==> src/core/cae_pkg.sv <==
`default_nettype none
package cae_pkg;

  ////////////////////////////////////////////////////////////////////////////
  // Sizes
  localparam int NUM_CNT = 5;
  localparam int RESTRICT_LIMIT = 4;
  localparam int UMASK_W = 8;
  localparam int XTRA_W = 26;
  localparam int CNT_W = 48;
  localparam int ADDR_W = 8;
  localparam int DATA_W = 32;
  localparam int CNT_HI_W = CNT_W - DATA_W;

  ////////////////////////////////////////////////////////////////////////////
  // Event codes
  localparam logic [7:0] EV_MEM_WRITE = 8'h5b;
  localparam logic [7:0] EV_LOOKUP = 8'h34;
  localparam logic [7:0] EV_VICTIM = 8'h37;
  localparam logic [7:0] EV_MISC = 8'h39;
  localparam logic [7:0] EV_SNOOP_BCAST = 8'h55;
  localparam logic [7:0] EV_PIPE_REJECT = 8'h42;

  ////////////////////////////////////////////////////////////////////////////
  // Register map: addr[7:4] counter, addr[3:2] register
  localparam int SLOT_LSB = 4;
  localparam int SLOT_W = 4;
  localparam int REG_LSB = 2;
  localparam logic [1:0] REG_CTL = 2'h0;
  localparam logic [1:0] REG_FLT = 2'h1;
  localparam logic [1:0] REG_CNT_LO = 2'h2;
  localparam logic [1:0] REG_CNT_HI = 2'h3;

  ////////////////////////////////////////////////////////////////////////////
  // Control fields and reset values
  localparam int CTL_CODE_LSB = 0;
  localparam int CTL_UMASK_LSB = 8;
  localparam int CTL_CLR_BIT = 17;
  localparam int CTL_EN_BIT = 22;
  localparam logic [31:0] CTL_WMASK = 32'h0040_ffff;
  localparam logic [31:0] CTL_RST = 32'h0000_0000;
  localparam logic [XTRA_W-1:0] FLT_RST = 26'h000_0000;
  localparam logic [CNT_W-1:0] CNT_RST = 48'h0000_0000_0000;

  ////////////////////////////////////////////////////////////////////////////
  // Victim locality bits in the extended filter, victim state mask and the remote-lookup filter value
  localparam int VIC_LOCAL_BIT = 5;
  localparam int VIC_REMOTE_BIT = 7;
  localparam logic [3:0] VIC_STATE_MASK = 4'hf;
  localparam logic [XTRA_W-1:0] LOOKUP_ALL_REMOTE = 26'h000_1e20;

  // Events that live on the low counters only
  function automatic logic cae_restricted(input logic [7:0] code);
    cae_restricted = (code == EV_LOOKUP) || (code == EV_VICTIM) ||
                     (code == EV_MISC) || (code == EV_PIPE_REJECT);
  endfunction

endpackage
`default_nettype wire

==> src/core/cae_evt_counter.sv <==
`timescale 1ns/1ps
`default_nettype none
module cae_evt_counter (
  input wire logic clk_sys,
  input wire logic rst_b,
  input wire logic inc,
  input wire logic clr,
  input wire logic wr_lo,
  input wire logic wr_hi,
  input wire logic [cae_pkg::DATA_W-1:0] wdata,
  output logic [cae_pkg::CNT_W-1:0] count
);
  import cae_pkg::*;

  logic [CNT_W-1:0] count_reg;
  logic [CNT_W-1:0] count_next;

  // Software load wins over a same-cycle increment; wraps silently
  always_comb begin
    count_next = count_reg + CNT_W'(inc);
    if (clr) begin
      count_next = CNT_RST;
    end
    if (wr_lo) begin
      count_next[DATA_W-1:0] = wdata;
    end
    if (wr_hi) begin
      count_next[CNT_W-1:DATA_W] = wdata[CNT_HI_W-1:0];
    end
  end

  always_ff @(posedge clk_sys or negedge rst_b) begin
    if (!rst_b) begin
      count_reg <= CNT_RST;
    end else begin
      count_reg <= count_next;
    end
  end

  assign count = count_reg;

endmodule
`default_nettype wire

==> src/core/cae_evt_match.sv <==
`timescale 1ns/1ps
`default_nettype none
module cae_evt_match #(
  parameter int IDX = 0
) (
  input wire logic enable,
  input wire logic [7:0] code,
  input wire logic [cae_pkg::UMASK_W-1:0] umask,
  input wire logic [cae_pkg::XTRA_W-1:0] xtra,
  input wire logic lookup_valid,
  input wire logic [7:0] lookup_state,
  input wire logic [cae_pkg::XTRA_W-1:0] lookup_class,
  input wire logic victim_valid,
  input wire logic [3:0] victim_state,
  input wire logic victim_clean,
  input wire logic victim_remote,
  input wire logic mem_write_valid,
  input wire logic [3:0] mem_write_type,
  input wire logic [7:0] misc_event,
  input wire logic bcast_req,
  input wire logic [5:0] bcast_kind,
  input wire logic reject_valid,
  input wire logic [7:0] reject_lo,
  input wire logic [cae_pkg::XTRA_W-1:0] reject_reason,
  output logic inc
);
  import cae_pkg::*;

  logic low_slot;
  logic class_ok;
  logic loc_ok;
  logic hit;

  assign low_slot = (IDX < RESTRICT_LIMIT);
  // Empty filter admits every class; set bits admit matching classes
  assign class_ok = (xtra == '0) || ((xtra & lookup_class) != '0); // see [RULE_06] [RULE_07]
  // Neither locality bit means both localities
  assign loc_ok = (!xtra[VIC_LOCAL_BIT] && !xtra[VIC_REMOTE_BIT]) ||
                  (xtra[VIC_LOCAL_BIT] && !victim_remote) ||
                  (xtra[VIC_REMOTE_BIT] && victim_remote); // see [RULE_10]

  always_comb begin
    hit = 1'b0;
    case (code)
      EV_LOOKUP: begin
        // One lookup per cycle; a multi-lookup request shows up repeatedly
        hit = lookup_valid && ((umask & lookup_state) != '0) && class_ok; // see [RULE_02] [RULE_03] [RULE_05]
      end
      EV_VICTIM: begin
        hit = victim_valid && !victim_clean && loc_ok &&
              ((umask[3:0] & VIC_STATE_MASK & victim_state) != '0); // see [RULE_08] [RULE_09]
      end
      EV_MEM_WRITE: begin
        hit = mem_write_valid && ((umask[3:0] & mem_write_type) != '0); // see [RULE_11]
      end
      EV_MISC: begin
        hit = (umask & misc_event) != '0; // see [RULE_12] [RULE_13] [RULE_14]
      end
      EV_SNOOP_BCAST: begin
        // Pulse per request, never per generated snoop
        hit = bcast_req && ((umask[5:0] & bcast_kind) != '0); // see [RULE_15] [RULE_16]
      end
      EV_PIPE_REJECT: begin
        hit = reject_valid && (((umask & reject_lo) != '0) ||
              ((xtra & reject_reason) != '0)); // see [RULE_17]
      end
      default: begin
        hit = 1'b0;
      end
    endcase
  end

  assign inc = enable && hit && (low_slot || !cae_restricted(code)); // see [RULE_01] [RULE_17]

endmodule
`default_nettype wire

==> src/core/cae_top.sv <==
// Decided for this implementation: the register addresses and strobed register access.
`timescale 1ns/1ps
`default_nettype none
// Summary of operation
// [RULE_01] Lookup event counts once per cycle, counters 0-3
// [RULE_02] Each lookup of a request counts separately
// [RULE_03] No line-state bit selected means no counting
// [RULE_04] Software must pick at least one state
// [RULE_05] Lookup selector bits map one outcome each
// [RULE_06] Extended filter bits admit request classes
// [RULE_07] All states plus 0x1E20 counts remote lookups
// [RULE_08] Victim event counts evictions for fills
// [RULE_09] Clean evictions never count as victims
// [RULE_10] Victim state selector, local/remote home filter
// [RULE_11] Memory-write selector picks full/partial, normal/isochronous
// [RULE_12] Misc bit zero counts silent snoop evictions
// [RULE_13] Misc bit one counts combining-write aliasing
// [RULE_14] Misc bit counts ownership reads hitting shared
// [RULE_15] Snoop broadcast counts once per request
// [RULE_16] Broadcast selector separates request kinds and off
// [RULE_17] Pipe reject on counters 0-3, reason filtered
module cae_top (
  input wire logic clk_sys,
  input wire logic rst_b,
  input wire logic [cae_pkg::ADDR_W-1:0] reg_addr,
  input wire logic [cae_pkg::DATA_W-1:0] reg_wdata,
  input wire logic reg_wr,
  input wire logic reg_rd,
  output logic [cae_pkg::DATA_W-1:0] reg_rdata,
  input wire logic lookup_valid,
  input wire logic [7:0] lookup_state,
  input wire logic [cae_pkg::XTRA_W-1:0] lookup_class,
  input wire logic victim_valid,
  input wire logic [3:0] victim_state,
  input wire logic victim_clean,
  input wire logic victim_remote,
  input wire logic mem_write_valid,
  input wire logic [3:0] mem_write_type,
  input wire logic [7:0] misc_event,
  input wire logic bcast_req,
  input wire logic [5:0] bcast_kind,
  input wire logic reject_valid,
  input wire logic [7:0] reject_lo,
  input wire logic [cae_pkg::XTRA_W-1:0] reject_reason
);
  import cae_pkg::*;

  ////////////////////////////////////////////////////////////////////////////
  // Address decode

  function automatic logic slot_hit(input logic [ADDR_W-1:0] addr,
                                    input int idx,
                                    input logic [1:0] regsel);
    slot_hit = (int'(addr[SLOT_LSB +: SLOT_W]) == idx) &&
               (addr[REG_LSB +: 2] == regsel) && (addr[1:0] == 2'h0);
  endfunction

  logic [DATA_W-1:0] ctl_reg [NUM_CNT];
  logic [XTRA_W-1:0] flt_reg [NUM_CNT];
  logic [CNT_W-1:0] cnt_val [NUM_CNT];
  logic [NUM_CNT-1:0] inc_w;
  logic [NUM_CNT-1:0] clr_w;
  logic [NUM_CNT-1:0] wr_lo_w;
  logic [NUM_CNT-1:0] wr_hi_w;
  logic [DATA_W-1:0] rdata_reg;
  logic [DATA_W-1:0] rdata_next;

  ////////////////////////////////////////////////////////////////////////////
  // Per-counter control, filter, matcher and count

  genvar i;
  generate
    for (i = 0; i < NUM_CNT; i++) begin : g_cnt
      logic wr_ctl;
      logic wr_flt;

      assign wr_ctl = reg_wr && slot_hit(reg_addr, i, REG_CTL);
      assign wr_flt = reg_wr && slot_hit(reg_addr, i, REG_FLT);
      // Clear bit is write-only and acts once
      assign clr_w[i] = wr_ctl && reg_wdata[CTL_CLR_BIT];
      assign wr_lo_w[i] = reg_wr && slot_hit(reg_addr, i, REG_CNT_LO);
      assign wr_hi_w[i] = reg_wr && slot_hit(reg_addr, i, REG_CNT_HI);

      always_ff @(posedge clk_sys or negedge rst_b) begin
        if (!rst_b) begin
          ctl_reg[i] <= CTL_RST;
        end else if (wr_ctl) begin
          ctl_reg[i] <= reg_wdata & CTL_WMASK;
        end
      end

      always_ff @(posedge clk_sys or negedge rst_b) begin
        if (!rst_b) begin
          flt_reg[i] <= FLT_RST;
        end else if (wr_flt) begin
          flt_reg[i] <= reg_wdata[XTRA_W-1:0];
        end
      end

      cae_evt_match #(
        .IDX(i)
      ) u_match (
        .enable(ctl_reg[i][CTL_EN_BIT]),
        .code(ctl_reg[i][CTL_CODE_LSB +: 8]),
        .umask(ctl_reg[i][CTL_UMASK_LSB +: UMASK_W]),
        .xtra(flt_reg[i]),
        .lookup_valid(lookup_valid),
        .lookup_state(lookup_state),
        .lookup_class(lookup_class),
        .victim_valid(victim_valid),
        .victim_state(victim_state),
        .victim_clean(victim_clean),
        .victim_remote(victim_remote),
        .mem_write_valid(mem_write_valid),
        .mem_write_type(mem_write_type),
        .misc_event(misc_event),
        .bcast_req(bcast_req),
        .bcast_kind(bcast_kind),
        .reject_valid(reject_valid),
        .reject_lo(reject_lo),
        .reject_reason(reject_reason),
        .inc(inc_w[i])
      );

      cae_evt_counter u_counter (
        .clk_sys(clk_sys),
        .rst_b(rst_b),
        .inc(inc_w[i]),
        .clr(clr_w[i]),
        .wr_lo(wr_lo_w[i]),
        .wr_hi(wr_hi_w[i]),
        .wdata(reg_wdata),
        .count(cnt_val[i])
      );
    end
  endgenerate

  ////////////////////////////////////////////////////////////////////////////
  // Read path: data valid in the cycle after the strobe only

  always_comb begin
    rdata_next = '0;
    if (reg_rd) begin
      for (int k = 0; k < NUM_CNT; k++) begin
        if (slot_hit(reg_addr, k, REG_CTL)) begin
          rdata_next = ctl_reg[k];
        end
        if (slot_hit(reg_addr, k, REG_FLT)) begin
          rdata_next = {{(DATA_W-XTRA_W){1'b0}}, flt_reg[k]};
        end
        if (slot_hit(reg_addr, k, REG_CNT_LO)) begin
          rdata_next = cnt_val[k][DATA_W-1:0];
        end
        if (slot_hit(reg_addr, k, REG_CNT_HI)) begin
          rdata_next = {{(DATA_W-CNT_HI_W){1'b0}},
                        cnt_val[k][CNT_W-1:DATA_W]};
        end
      end
    end
  end

  always_ff @(posedge clk_sys or negedge rst_b) begin
    if (!rst_b) begin
      rdata_reg <= '0;
    end else begin
      rdata_reg <= rdata_next;
    end
  end

  assign reg_rdata = rdata_reg;

  generate
    for (i = 0; i < NUM_CNT; i++) begin : g_chk
      logic [7:0] code_c;
      logic [7:0] um_c;
      logic en_c;
      logic sw_c;

      assign code_c = ctl_reg[i][CTL_CODE_LSB +: 8];
      assign um_c = ctl_reg[i][CTL_UMASK_LSB +: UMASK_W];
      assign en_c = ctl_reg[i][CTL_EN_BIT];
      assign sw_c = clr_w[i] || wr_lo_w[i] || wr_hi_w[i];

      if (i >= RESTRICT_LIMIT) begin : g_hi

      end else begin : g_lo

      end

    end
  endgenerate
endmodule
`default_nettype wire

==> config.mk <==
export PLATFORM = sky130hd
export DESIGN_NAME = cae_top
export DESIGN_NICKNAME = d
export VERILOG_FILES = /design/src/core/cae_pkg.sv /design/src/core/cae_evt_counter.sv /design/src/core/cae_evt_match.sv /design/src/core/cae_top.sv
export SDC_FILE = /design/constraint.sdc
export NUM_CORES = 1
export LEC_CHECK = 0
export ABC_AREA = 1
export BUFFER_PORTS_ARGS = -buffer_cell sky130_fd_sc_hd__buf_2
export CORE_MARGIN = 1
export CORE_UTILIZATION = 31
export DETAILED_ROUTE_END_ITERATION = 16
export SLEW_MARGIN = 20
export SYNTH_ARGS = -nofsm -noshare
export SYNTH_HDL_FRONTEND = slang
export SYNTH_SLANG_ARGS = --single-unit
==> constraint.sdc <==
create_clock -name clk_sys -period 4.75 [get_ports clk_sys]
set_input_delay 0.95 -clock clk_sys [delete_from_list [all_inputs] [get_ports clk_sys]]
set_output_delay 0.95 -clock clk_sys [all_outputs]
set_load 0.05 [all_outputs]
Word level (Yosys, flattened, before mapping)
Index checks and enable logic that the tools add are counted.

cells by class
  add/subtract/negate cells = 5
  equality and inequality tests = 37
  multiplexer cells = 41
  bitwise gates (word level) = 40
  reduce and logical (&&, ||, !) cells = 206

operators with widths
  cell                number
  $mux 32             24
  $and 26x26->26      10
  $reduce_bool 26->1  10
  $add 48x1->48       5
  $mux 48             5
  $logic_not 26->1    5
  $logic_and 1x1->1   122
  $and 8x8->8         15
  $eq 8x6->1 const B  15
  $eq 8x7->1 const B  15
  $reduce_bool 8->1   15
  $mux 16             5
  $and 4x4->4         10
  $reduce_bool 4->1   10
  $and 6x6->6         5
  $pmux 1 s6          5
  $reduce_bool 6->1   5
  $mux 26             1
  $logic_or 1x1->1    23
  $mux 23             1
  $logic_not 1->1     13
  $eq 4x3->1 const B  2
  $eq 2x2->1 const B  2
  $eq 4x2->1 const B  1
  4 further kinds     5

storage, ports and cells
  register bits after elaboration = 487
  word-level logic and storage cells = 345

Logic depth before layout (Yosys ltp)
Gate-level depths: netlist of run 1.

  depth in word-level cells = 24
  depth in mapped cells = 28
  depth with buffers taken out = 28

Modules after synthesis
A second synthesis of run 1 with hierarchy kept.

second synthesis, totals
  cell total of the unflattened synthesis = 5329
  area total of the unflattened synthesis = 33923.8 sq um

by module, submodules not included
  module                                 times used  cells each  area each (sq um)  seq. area each (sq um)
  cae_evt_counter                        5           527         3455.8             1201.2
  cae_top                                1           1615        12291.8            6180.9
  cae_evt_match at g_cnt[0].u_match ...  2           251         1018.5             0.0
  cae_evt_match at g_cnt[2].u_match ...  2           248         988.4              0.0
  cae_evt_match at g_cnt[4].u_match      1           81          339.1              0.0

Worst setup path after synthesis of run 1
No wires, ideal clock.

  path kind = input -> register
  start point = input port victim_valid
  end point = register g_cnt[2].u_counter.count_reg[40]
  arrival = 3.448 ns
  data required time = 4.617 ns
  slack = 1.169 ns
  stages on the path = 21
  path buffers = 0
  cell sequence = inv_1 nor2_1 inv_1 nor4_1 nor2_1 nand3_1 o311ai_0 inv_1 ha_1 ha_1 nand2_2 nor2_1 nand2_1 nor2_1 nand2_1 nor3b_2 nand4_1 nand3b_1 o21ai_0 a21oi_1 o21bai_1

between the ends
  cells in the longest elaborated chain, start to end = 8

ends and longest elaborated chain
  item                                   RTL line               source
  start, declared                        cae_top.sv:33          input wire logic victim_valid,
  $logic_and 1x1->1 (3 in series)        cae_evt_match.sv:50    hit = victim_valid && !victim_clean && loc_ok &&
  $pmux 1 s6                             cae_evt_match.sv:44    case (code)
  $logic_and 1x1->1                      cae_evt_match.sv:73    assign inc = enable && hit && (low_slot || !cae_restricted(code));
  $add 48x1->48                          cae_evt_counter.sv:20  count_next = count_reg + CNT_W'(inc);
  $mux 48                                cae_evt_counter.sv:21  if (clr) begin
  $mux 16                                cae_evt_counter.sv:27  if (wr_hi) begin
  net g_cnt[2].u_counter.count_next[40]  cae_evt_counter.sv:16  logic [CNT_W-1:0] count_next;
  end signal, assigned                   cae_evt_counter.sv:36  count_reg <= count_next;
  end, declared                          cae_evt_counter.sv:15  logic [CNT_W-1:0] count_reg;

The timed path passes the listed nets, and every way through them passes these cells.
A chain may end at the register's enable or synchronous reset.

Final worst setup path of run 1
  start point = register flt_reg[4] (netlist bit)
  end point = register g_cnt[4].u_counter.count_reg[46]

between the ends
  cells in the longest elaborated chain, start to end = 10

ends and longest elaborated chain
  item                                          RTL line                                  source
  start, declared                               cae_top.sv:59                             logic [XTRA_W-1:0] flt_reg [NUM_CNT];
  start signal, assigned by index               cae_top.sv:96                             flt_reg[i] <= reg_wdata[XTRA_W-1:0];
  $and 26x26->26, on equally long branches      cae_evt_match.sv:65, cae_evt_match.sv:36
  $reduce_bool 26->1, on equally long branches  cae_evt_match.sv:65, cae_evt_match.sv:36
  $logic_or 1x1->1, on equally long branches    cae_evt_match.sv:64, cae_evt_match.sv:36
  $logic_and 1x1->1, on equally long branches   cae_evt_match.sv:64, cae_evt_match.sv:47
  $pmux 1 s6 *                                  cae_evt_match.sv:44
  $logic_and 1x1->1 * (2 in series)             cae_evt_match.sv:73
  $add 48x1->48 *                               cae_evt_counter.sv:20
  $mux 48 *                                     cae_evt_counter.sv:21
  $mux 16 *                                     cae_evt_counter.sv:27
  net g_cnt[4].u_counter.count_next[46]         cae_evt_counter.sv:16
  end signal, assigned                          cae_evt_counter.sv:36
  end, declared                                 cae_evt_counter.sv:15

The timed path passes the listed nets; every way through them passes the cells marked *.

==> impl_metrics.json, run 1 <==
{
  "status": "finished, final reports clean",
  "syn-num-nets": 4381,
  "netlist_instances": 4230,
  "yosysSeqAreaShare": 0.3990,
  "holdBufCountCts": 0,
  "grt_antenna_before_repair": 18,
  "core_area_mm2": 0.09714,
  "post-dp-hpwl_mm": 128.0,
  "endpoint_kind": "flip-flop",
  "dieArea_mm2": 0.09977,
  "root_buffer": "clkbuf_16",
  "finClkSkew_ns": 0.02906,
  "h-tree-depth": 2,
  "fin_crit_ns": 4.440,
  "crit_fanout": 4,
  "insertion_delay_ns": 0.66,
  "final_cell_area_mm2": 0.03520,
  "fin_cells": 5743,
  "synth_top_area_frac": 0.3990,
  "track_usage": 0.3321,
  "route.detailed.wl_per_inst_um": 29.30,
  "async_flop_share": 1.000,
  "avgSynthCellArea_um2": 7.220,
  "io_buffers": 172,
  "max_slew_margin": 0.2438,
  "r2r_start": "flt_reg[4]",
  "grt_pass1_vias": 31924,
  "rows": 114,
  "min_period_over_period": 0.9348,
  "post_drt_via_cell_ratio": 5.908,
  "start_kind": "flip-flop",
  "worst_slew_pin_slew_ns": 1.133,
  "ant_nets": 0,
  "drcViolationCount": 0,
  "gr-total-overflow": 0,
  "max_freq_ghz": 0.2252,
  "cts.repair_timing.setup_buffer_count": 0,
  "powerDensity_mw_per_mm2": 315.5,
  "vdd_ir_drop_max_mv": 0.4854,
  "place_inst": 5639,
  "synthToLayoutAreaGrowth_pct": 15.25,
  "gp_congestion": 1.054,
  "synth_ff_type": "dfrtp_1",
  "arrival_ns": 4.94,
  "setup_viol": 0,
  "power_mw": 11.11,
  "synth.area.top_cells": "dfrtp_1, nand2_1, o21ai_0",
  "drt_pre_antenna_iters": 8,
  "drt_iter0_drc": 5017,
  "die_w_um": 315.9,
  "maxCapViolations": 0,
  "start_util": 0.3144,
  "slew_violations": 0,
  "largest_register_ffs": 240,
  "hold_class": "primary input to async pin",
  "synth-edff-count": 0,
  "drt_wl_total_mm": 168.3,
  "cp-startpoint": "flt_reg[4]",
  "die_y_um": 315.9,
  "finalHoldViolCount": 0,
  "drive_gt1_frac": 0.1163,
  "yosys_warnings": 0,
  "cts_tree": "done",
  "cp.required_ns": 5.25,
  "synth_seq_cells": 487,
  "yosysTopAreaCell": "dfrtp_1",
  "grt_pass1_wl_mm": 236.3,
  "clock_sink_count": 487,
  "grt_max_degree": 107,
  "clk_path_buf_depth": 3,
  "rsz0062_at_grt": "false",
  "placed_cell_area_mm2": 0.03325,
  "cts_buffers": 56,
  "syn_area_mm2": 0.03054,
  "final_nets": 4572,
  "ys_types": 67,
  "clkTransAtPathRegs_ns": 0.06,
  "vias": 33930,
  "cellLeakagePower_nw": 15.63,
  "pin_count": 173,
  "path_class": "flip-flop to flip-flop"
}
-- cells in the final DEF, fill, tap and decap left out, drive strengths merged, types with 3 or more instances in the layout --
| cell type | n |
|---|---|
| clkinvlp | 3 |
| and3 | 3 |
| buf | 275 |
| o211ai | 27 |
| nand3b | 5 |
| a31oi | 5 |
| nor2 | 282 |
| dfrtp | 487 |
| a211oi | 9 |
| and2 | 5 |
| a22o | 12 |
| xnor2 | 13 |
| ha | 10 |
| o2111ai | 16 |
| a221oi | 57 |
| o311ai | 4 |
| o221ai | 4 |
| nor4 | 126 |
| o21ai | 471 |
| nand2 | 1007 |
| o21bai | 13 |
| or2 | 12 |
| a21oi | 210 |
| nor3 | 128 |
| nand4 | 116 |
| o22ai | 200 |
| o32ai | 13 |
| bufinv | 8 |
| nor3b | 5 |
| inv | 594 |
| diode | 4 |
| clkinv | 22 |
| xor2 | 62 |
| o41ai | 3 |
| clkbuf | 74 |
| nand3 | 169 |
-- worst paths after layout --
path                            cells past startpoint  slack, ns                           end
worst max-delay path                               21       0.31  g_cnt[4].u_counter.count[46]
worst min-delay path                                1       0.31                  reg_rdata[4]
worst max register to register                     21       0.31  g_cnt[4].u_counter.count[46]
worst min register to register                      2       0.52                  ctl_reg[118]
max in group asynchronous                           2       3.27  g_cnt[1].u_counter.count[12]
min in group clk_sys                                2       0.52                  ctl_reg[118]
-- area by class of cell --
type	instances	area (µm²)
diodes	4	10.01
clock buffers	74	1580
clock inverters	26	345.3
fillers	10389	61940
inverters	601	2258
multi-input cells	3000	15520
flip-flops and latches	487	12190
well taps	1276	1597
repair buffers	275	1694
-- cells in the mapped netlist, types with 57 or more instances --
library cell	n
dfrtp_1	487
a221oi_1	57
o21ai_0	427
nand2_1	989
o22ai_1	196
xor2_1	62
nor2_1	242
nor3_1	116
nand3_1	158
a21oi_1	210
nor4_1	118
nand4_1	115
inv_1	564
clkbuf_1	99
-- kinds of logic (layout without fill, tap and decap cells) --
family,Yosys count,after routing,synth area share
other cells,0,4,0
fa+ha+maj,10,10,0.004097
compound gates,1056,1056,0.2011
flops,487,487,0.3990
simple gates,1859,1859,0.2807
xor+xnor,75,75,0.02151
buf+inv,743,976,0.09353
-- where the power goes --
group	internal (mW)	switching [mW]
clock network	2.76	1.97
registers	4.41	0.364
logic	0.431	1.17
total	7.60	3.50
-- routing by layer --
layer  vias to the layer above  routed length, µm  GRT usage
met5                         -                 25          0
met4                         6              12020     0.2032
met2                      2231              71330     0.4957
met1                     16353              67000     0.4411
li1                      14859                  -          -
met3                       481              17910    0.06664
-- stage by stage --
step	TNS [ns]	utilization	worst slack (ns)	hold slack [ns]
after detailed placement	-0.07130	0.3424	-0.07130	0.4969
after floorplan	0	-	1.169	0.4684
final	0	0.3623	0.3097	0.3061
after global placement	-0.1510	0.3424	-0.1074	0.4883
after CTS	0	0.3622	0.3675	0.3138
after global routing	0	0.3623	0.06056	0.3529
-- critical path, cell delays in order, from the launching register on --
cell and delay [ns]:
dfrtp_1 0.46, nor4_2 0.45, nand4_1 0.19, o41ai_1 0.40, buf_4 0.22, nand3_1 0.08, a21oi_1 0.23, ha_1 0.21
ha_1 0.17, nand2_1 0.09, nor2_1 0.09, nand2_1 0.15, nor2_1 0.18, inv_1 0.08, nor2_1 0.18, nand2_1 0.18
nor2_1 0.22, nand2_1 0.18, nor2_2 0.18, nand3_1 0.11, xor2_1 0.16, o22ai_1 0.08
-- timing repair --
action,4_1_cts,5_1_grt
resized for setup,0,1
endpoints found under the hold margin,0,0
endpoints found under the setup margin,0,1
Power figures use the tool's default switching activity.
==> run 2, diff against run 1 <==
Settings changed: CORE_MARGIN 1 to 3.
==> impl_metrics.json, run 2 (same netlist as run 1, synthesis figures left out) <==
{
  "cts_tree": "done",
  "gr-total-overflow": 0,
  "route.detailed.wl_per_inst_um": 28.21,
  "start_util": 0.3144,
  "post-dp-hpwl_mm": 122.7,
  "final_cell_area_mm2": 0.03509,
  "status": "finished, final reports clean",
  "hold_class": "primary input to async pin",
  "h-tree-depth": 2,
  "largest_register_ffs": 240,
  "die_y_um": 319.9,
  "placed_cell_area_mm2": 0.03313,
  "setup_viol": 0,
  "ant_nets": 0,
  "clk_path_buf_depth": 3,
  "crit_fanout": 5,
  "post_drt_via_cell_ratio": 5.912,
  "final_cell_mix": "nand2_1, inv_1, dfrtp_1",
  "grt_max_degree": 98,
  "cts_buffers": 55,
  "vdd_ir_drop_max_mv": 0.2882,
  "clock_sink_count": 487,
  "power_mw": 10.99,
  "reg2reg_slack_ns": 0.33,
  "drt_pre_antenna_iters": 7,
  "multi_input_area_mm2": 0.01552,
  "cp.required_ns": 5.22,
  "min_period_over_period": 0.9306,
  "max_slew_margin": 0.2598,
  "powerDensity_mw_per_mm2": 313.2,
  "r2r_end": "g_cnt[4].u_counter.count[35]",
  "drive_gt1_frac": 0.1116,
  "slowest_stage": "nor3_1",
  "grt_pass1_wl_mm": 227.9,
  "root_buffer": "clkbuf_16",
  "start_kind": "flip-flop",
  "pin_count": 173,
  "reg2regPathDepth": 15,
  "fin_crit_ns": 4.420,
  "critical-path-max-stage-delay_ns": 0.53,
  "final_nets": 4553,
  "core_area_mm2": 0.09714,
  "finalHoldViolCount": 0,
  "final.setup.worst_slack_ns": 0.3295,
  "finClkSkew_ns": 0.03154,
  "drt_wl_total_mm": 161.8,
  "max_freq_ghz": 0.2262,
  "path_class": "flip-flop to flip-flop",
  "slew_violations": 0,
  "clkTransAtPathRegs_ns": 0.06,
  "crit_chain": "nor4_1 -> nand4_1 -> o41ai_1 -> buf_4 -> nand3_1 -> a21oi_1 -> ha_1 -> and3_1 -> nand2_2 -> nor3_4 -> nand3_1 -> nor3_1 -> nand4_1 -> o211ai_1 -> o21ai_0",
  "cts_resized": 0,
  "track_usage": 0.3061,
  "vias": 33909,
  "register_area_mm2": 0.01219,
  "rows": 114,
  "drt_iter0_drc": 5067,
  "grt_antenna_before_repair": 19,
  "place_ws_ns": 0.001724,
  "r2r_start": "flt_reg[4]",
  "arrival_ns": 4.89,
  "holdBufCountCts": 0,
  "cts.repair_timing.setup_buffer_count": 0,
  "worst_slew_pin_slew_ns": 1.082,
  "grt_pass1_vias": 31926,
  "drcViolationCount": 0,
  "io_buffers": 172,
  "endpoint_kind": "flip-flop",
  "rsz0062_at_grt": "false",
  "dieArea_mm2": 0.1023,
  "insertion_delay_ns": 0.67,
  "filler_cell_count": 10352,
  "synthToLayoutAreaGrowth_pct": 14.89,
  "die_w_um": 319.9,
  "cellLeakagePower_nw": 15.53,
  "gp_congestion": 1.072,
  "final_common_cell": "nand2_1",
  "maxCapViolations": 0,
  "holdWs_ns": 0.3290
}
==> run 2: where the power goes <==
group / leakage [nW] / switching [mW] / internal, mW / total (mW)
combinational: 8.53 / 1.13 / 0.422 / 1.55
clock: 0.945 / 1.93 / 2.74 / 4.67
sequential: 6.05 / 0.354 / 4.41 / 4.77
total: 15.5 / 3.41 / 7.58 / 11.0
==> run 2: worst max path at each step <==
| stage | startpoint | end | slack (ns) |
|---|---|---|---|
| finish | flt_reg[4] | g_cnt[4].u_counter.count[35] | 0.33 |
| global route | ctl_reg[103] | g_cnt[1].u_counter.count[46] | 0.03 |
| CTS | flt_reg[4] | g_cnt[4].u_counter.count[35] | 0.49 |
| detailed placement | lookup_class[5] | g_cnt[4].u_counter.count[35] | 0.002 |
| global placement | lookup_class[5] | g_cnt[4].u_counter.count[35] | -0.14 |
| floorplan | victim_valid | g_cnt[2].u_counter.count[40] | 1.17 |
==> run 2: stage by stage <==
step / utilization / cells / TNS (ns)
global placement: 0.3411 / 5621 / -0.1807
global route: 0.3609 / 5724 / 0
floorplan: - / 4230 / 0
finish: 0.3612 / 5736 / 0
detailed placement: 0.3411 / 5621 / 0
CTS: 0.3608 / 5722 / 0
==> run 2: cell type report <==
type	count	share of cell area
well taps	1276	0.04550
clock buffers	82	0.04643
diodes	14	0.0009985
repair buffers	257	0.04479
flip-flops and latches	487	0.3473
multi-input cells	3000	0.4424
inverters	601	0.06437
clock inverters	19	0.008202
==> run 2: routing by layer <==
| layer | global-route usage | vias to the layer above | routed length [µm] | part of all wire |
|---|---|---|---|---|
| met5 | 0 | - | 12 | 0.000074 |
| met4 | 0.1931 | 2 | 12120 | 0.075 |
| met3 | 0.07233 | 521 | 18820 | 0.12 |
| met2 | 0.4550 | 2245 | 68100 | 0.42 |
| met1 | 0.4004 | 16273 | 62770 | 0.39 |
| li1 | - | 14868 | - | - |
==> run 2: critical path: cells and delay by family (launching register included) <==
kind | cells | cell delay, ns
flip-flops | 1 | 0.46
AND/OR/NAND/NOR | 9 | 2.41
buffers and inverters | 1 | 0.22
adder cells (fa/ha/maj) | 1 | 0.22
AO/OA/AOI/OAI | 4 | 0.94
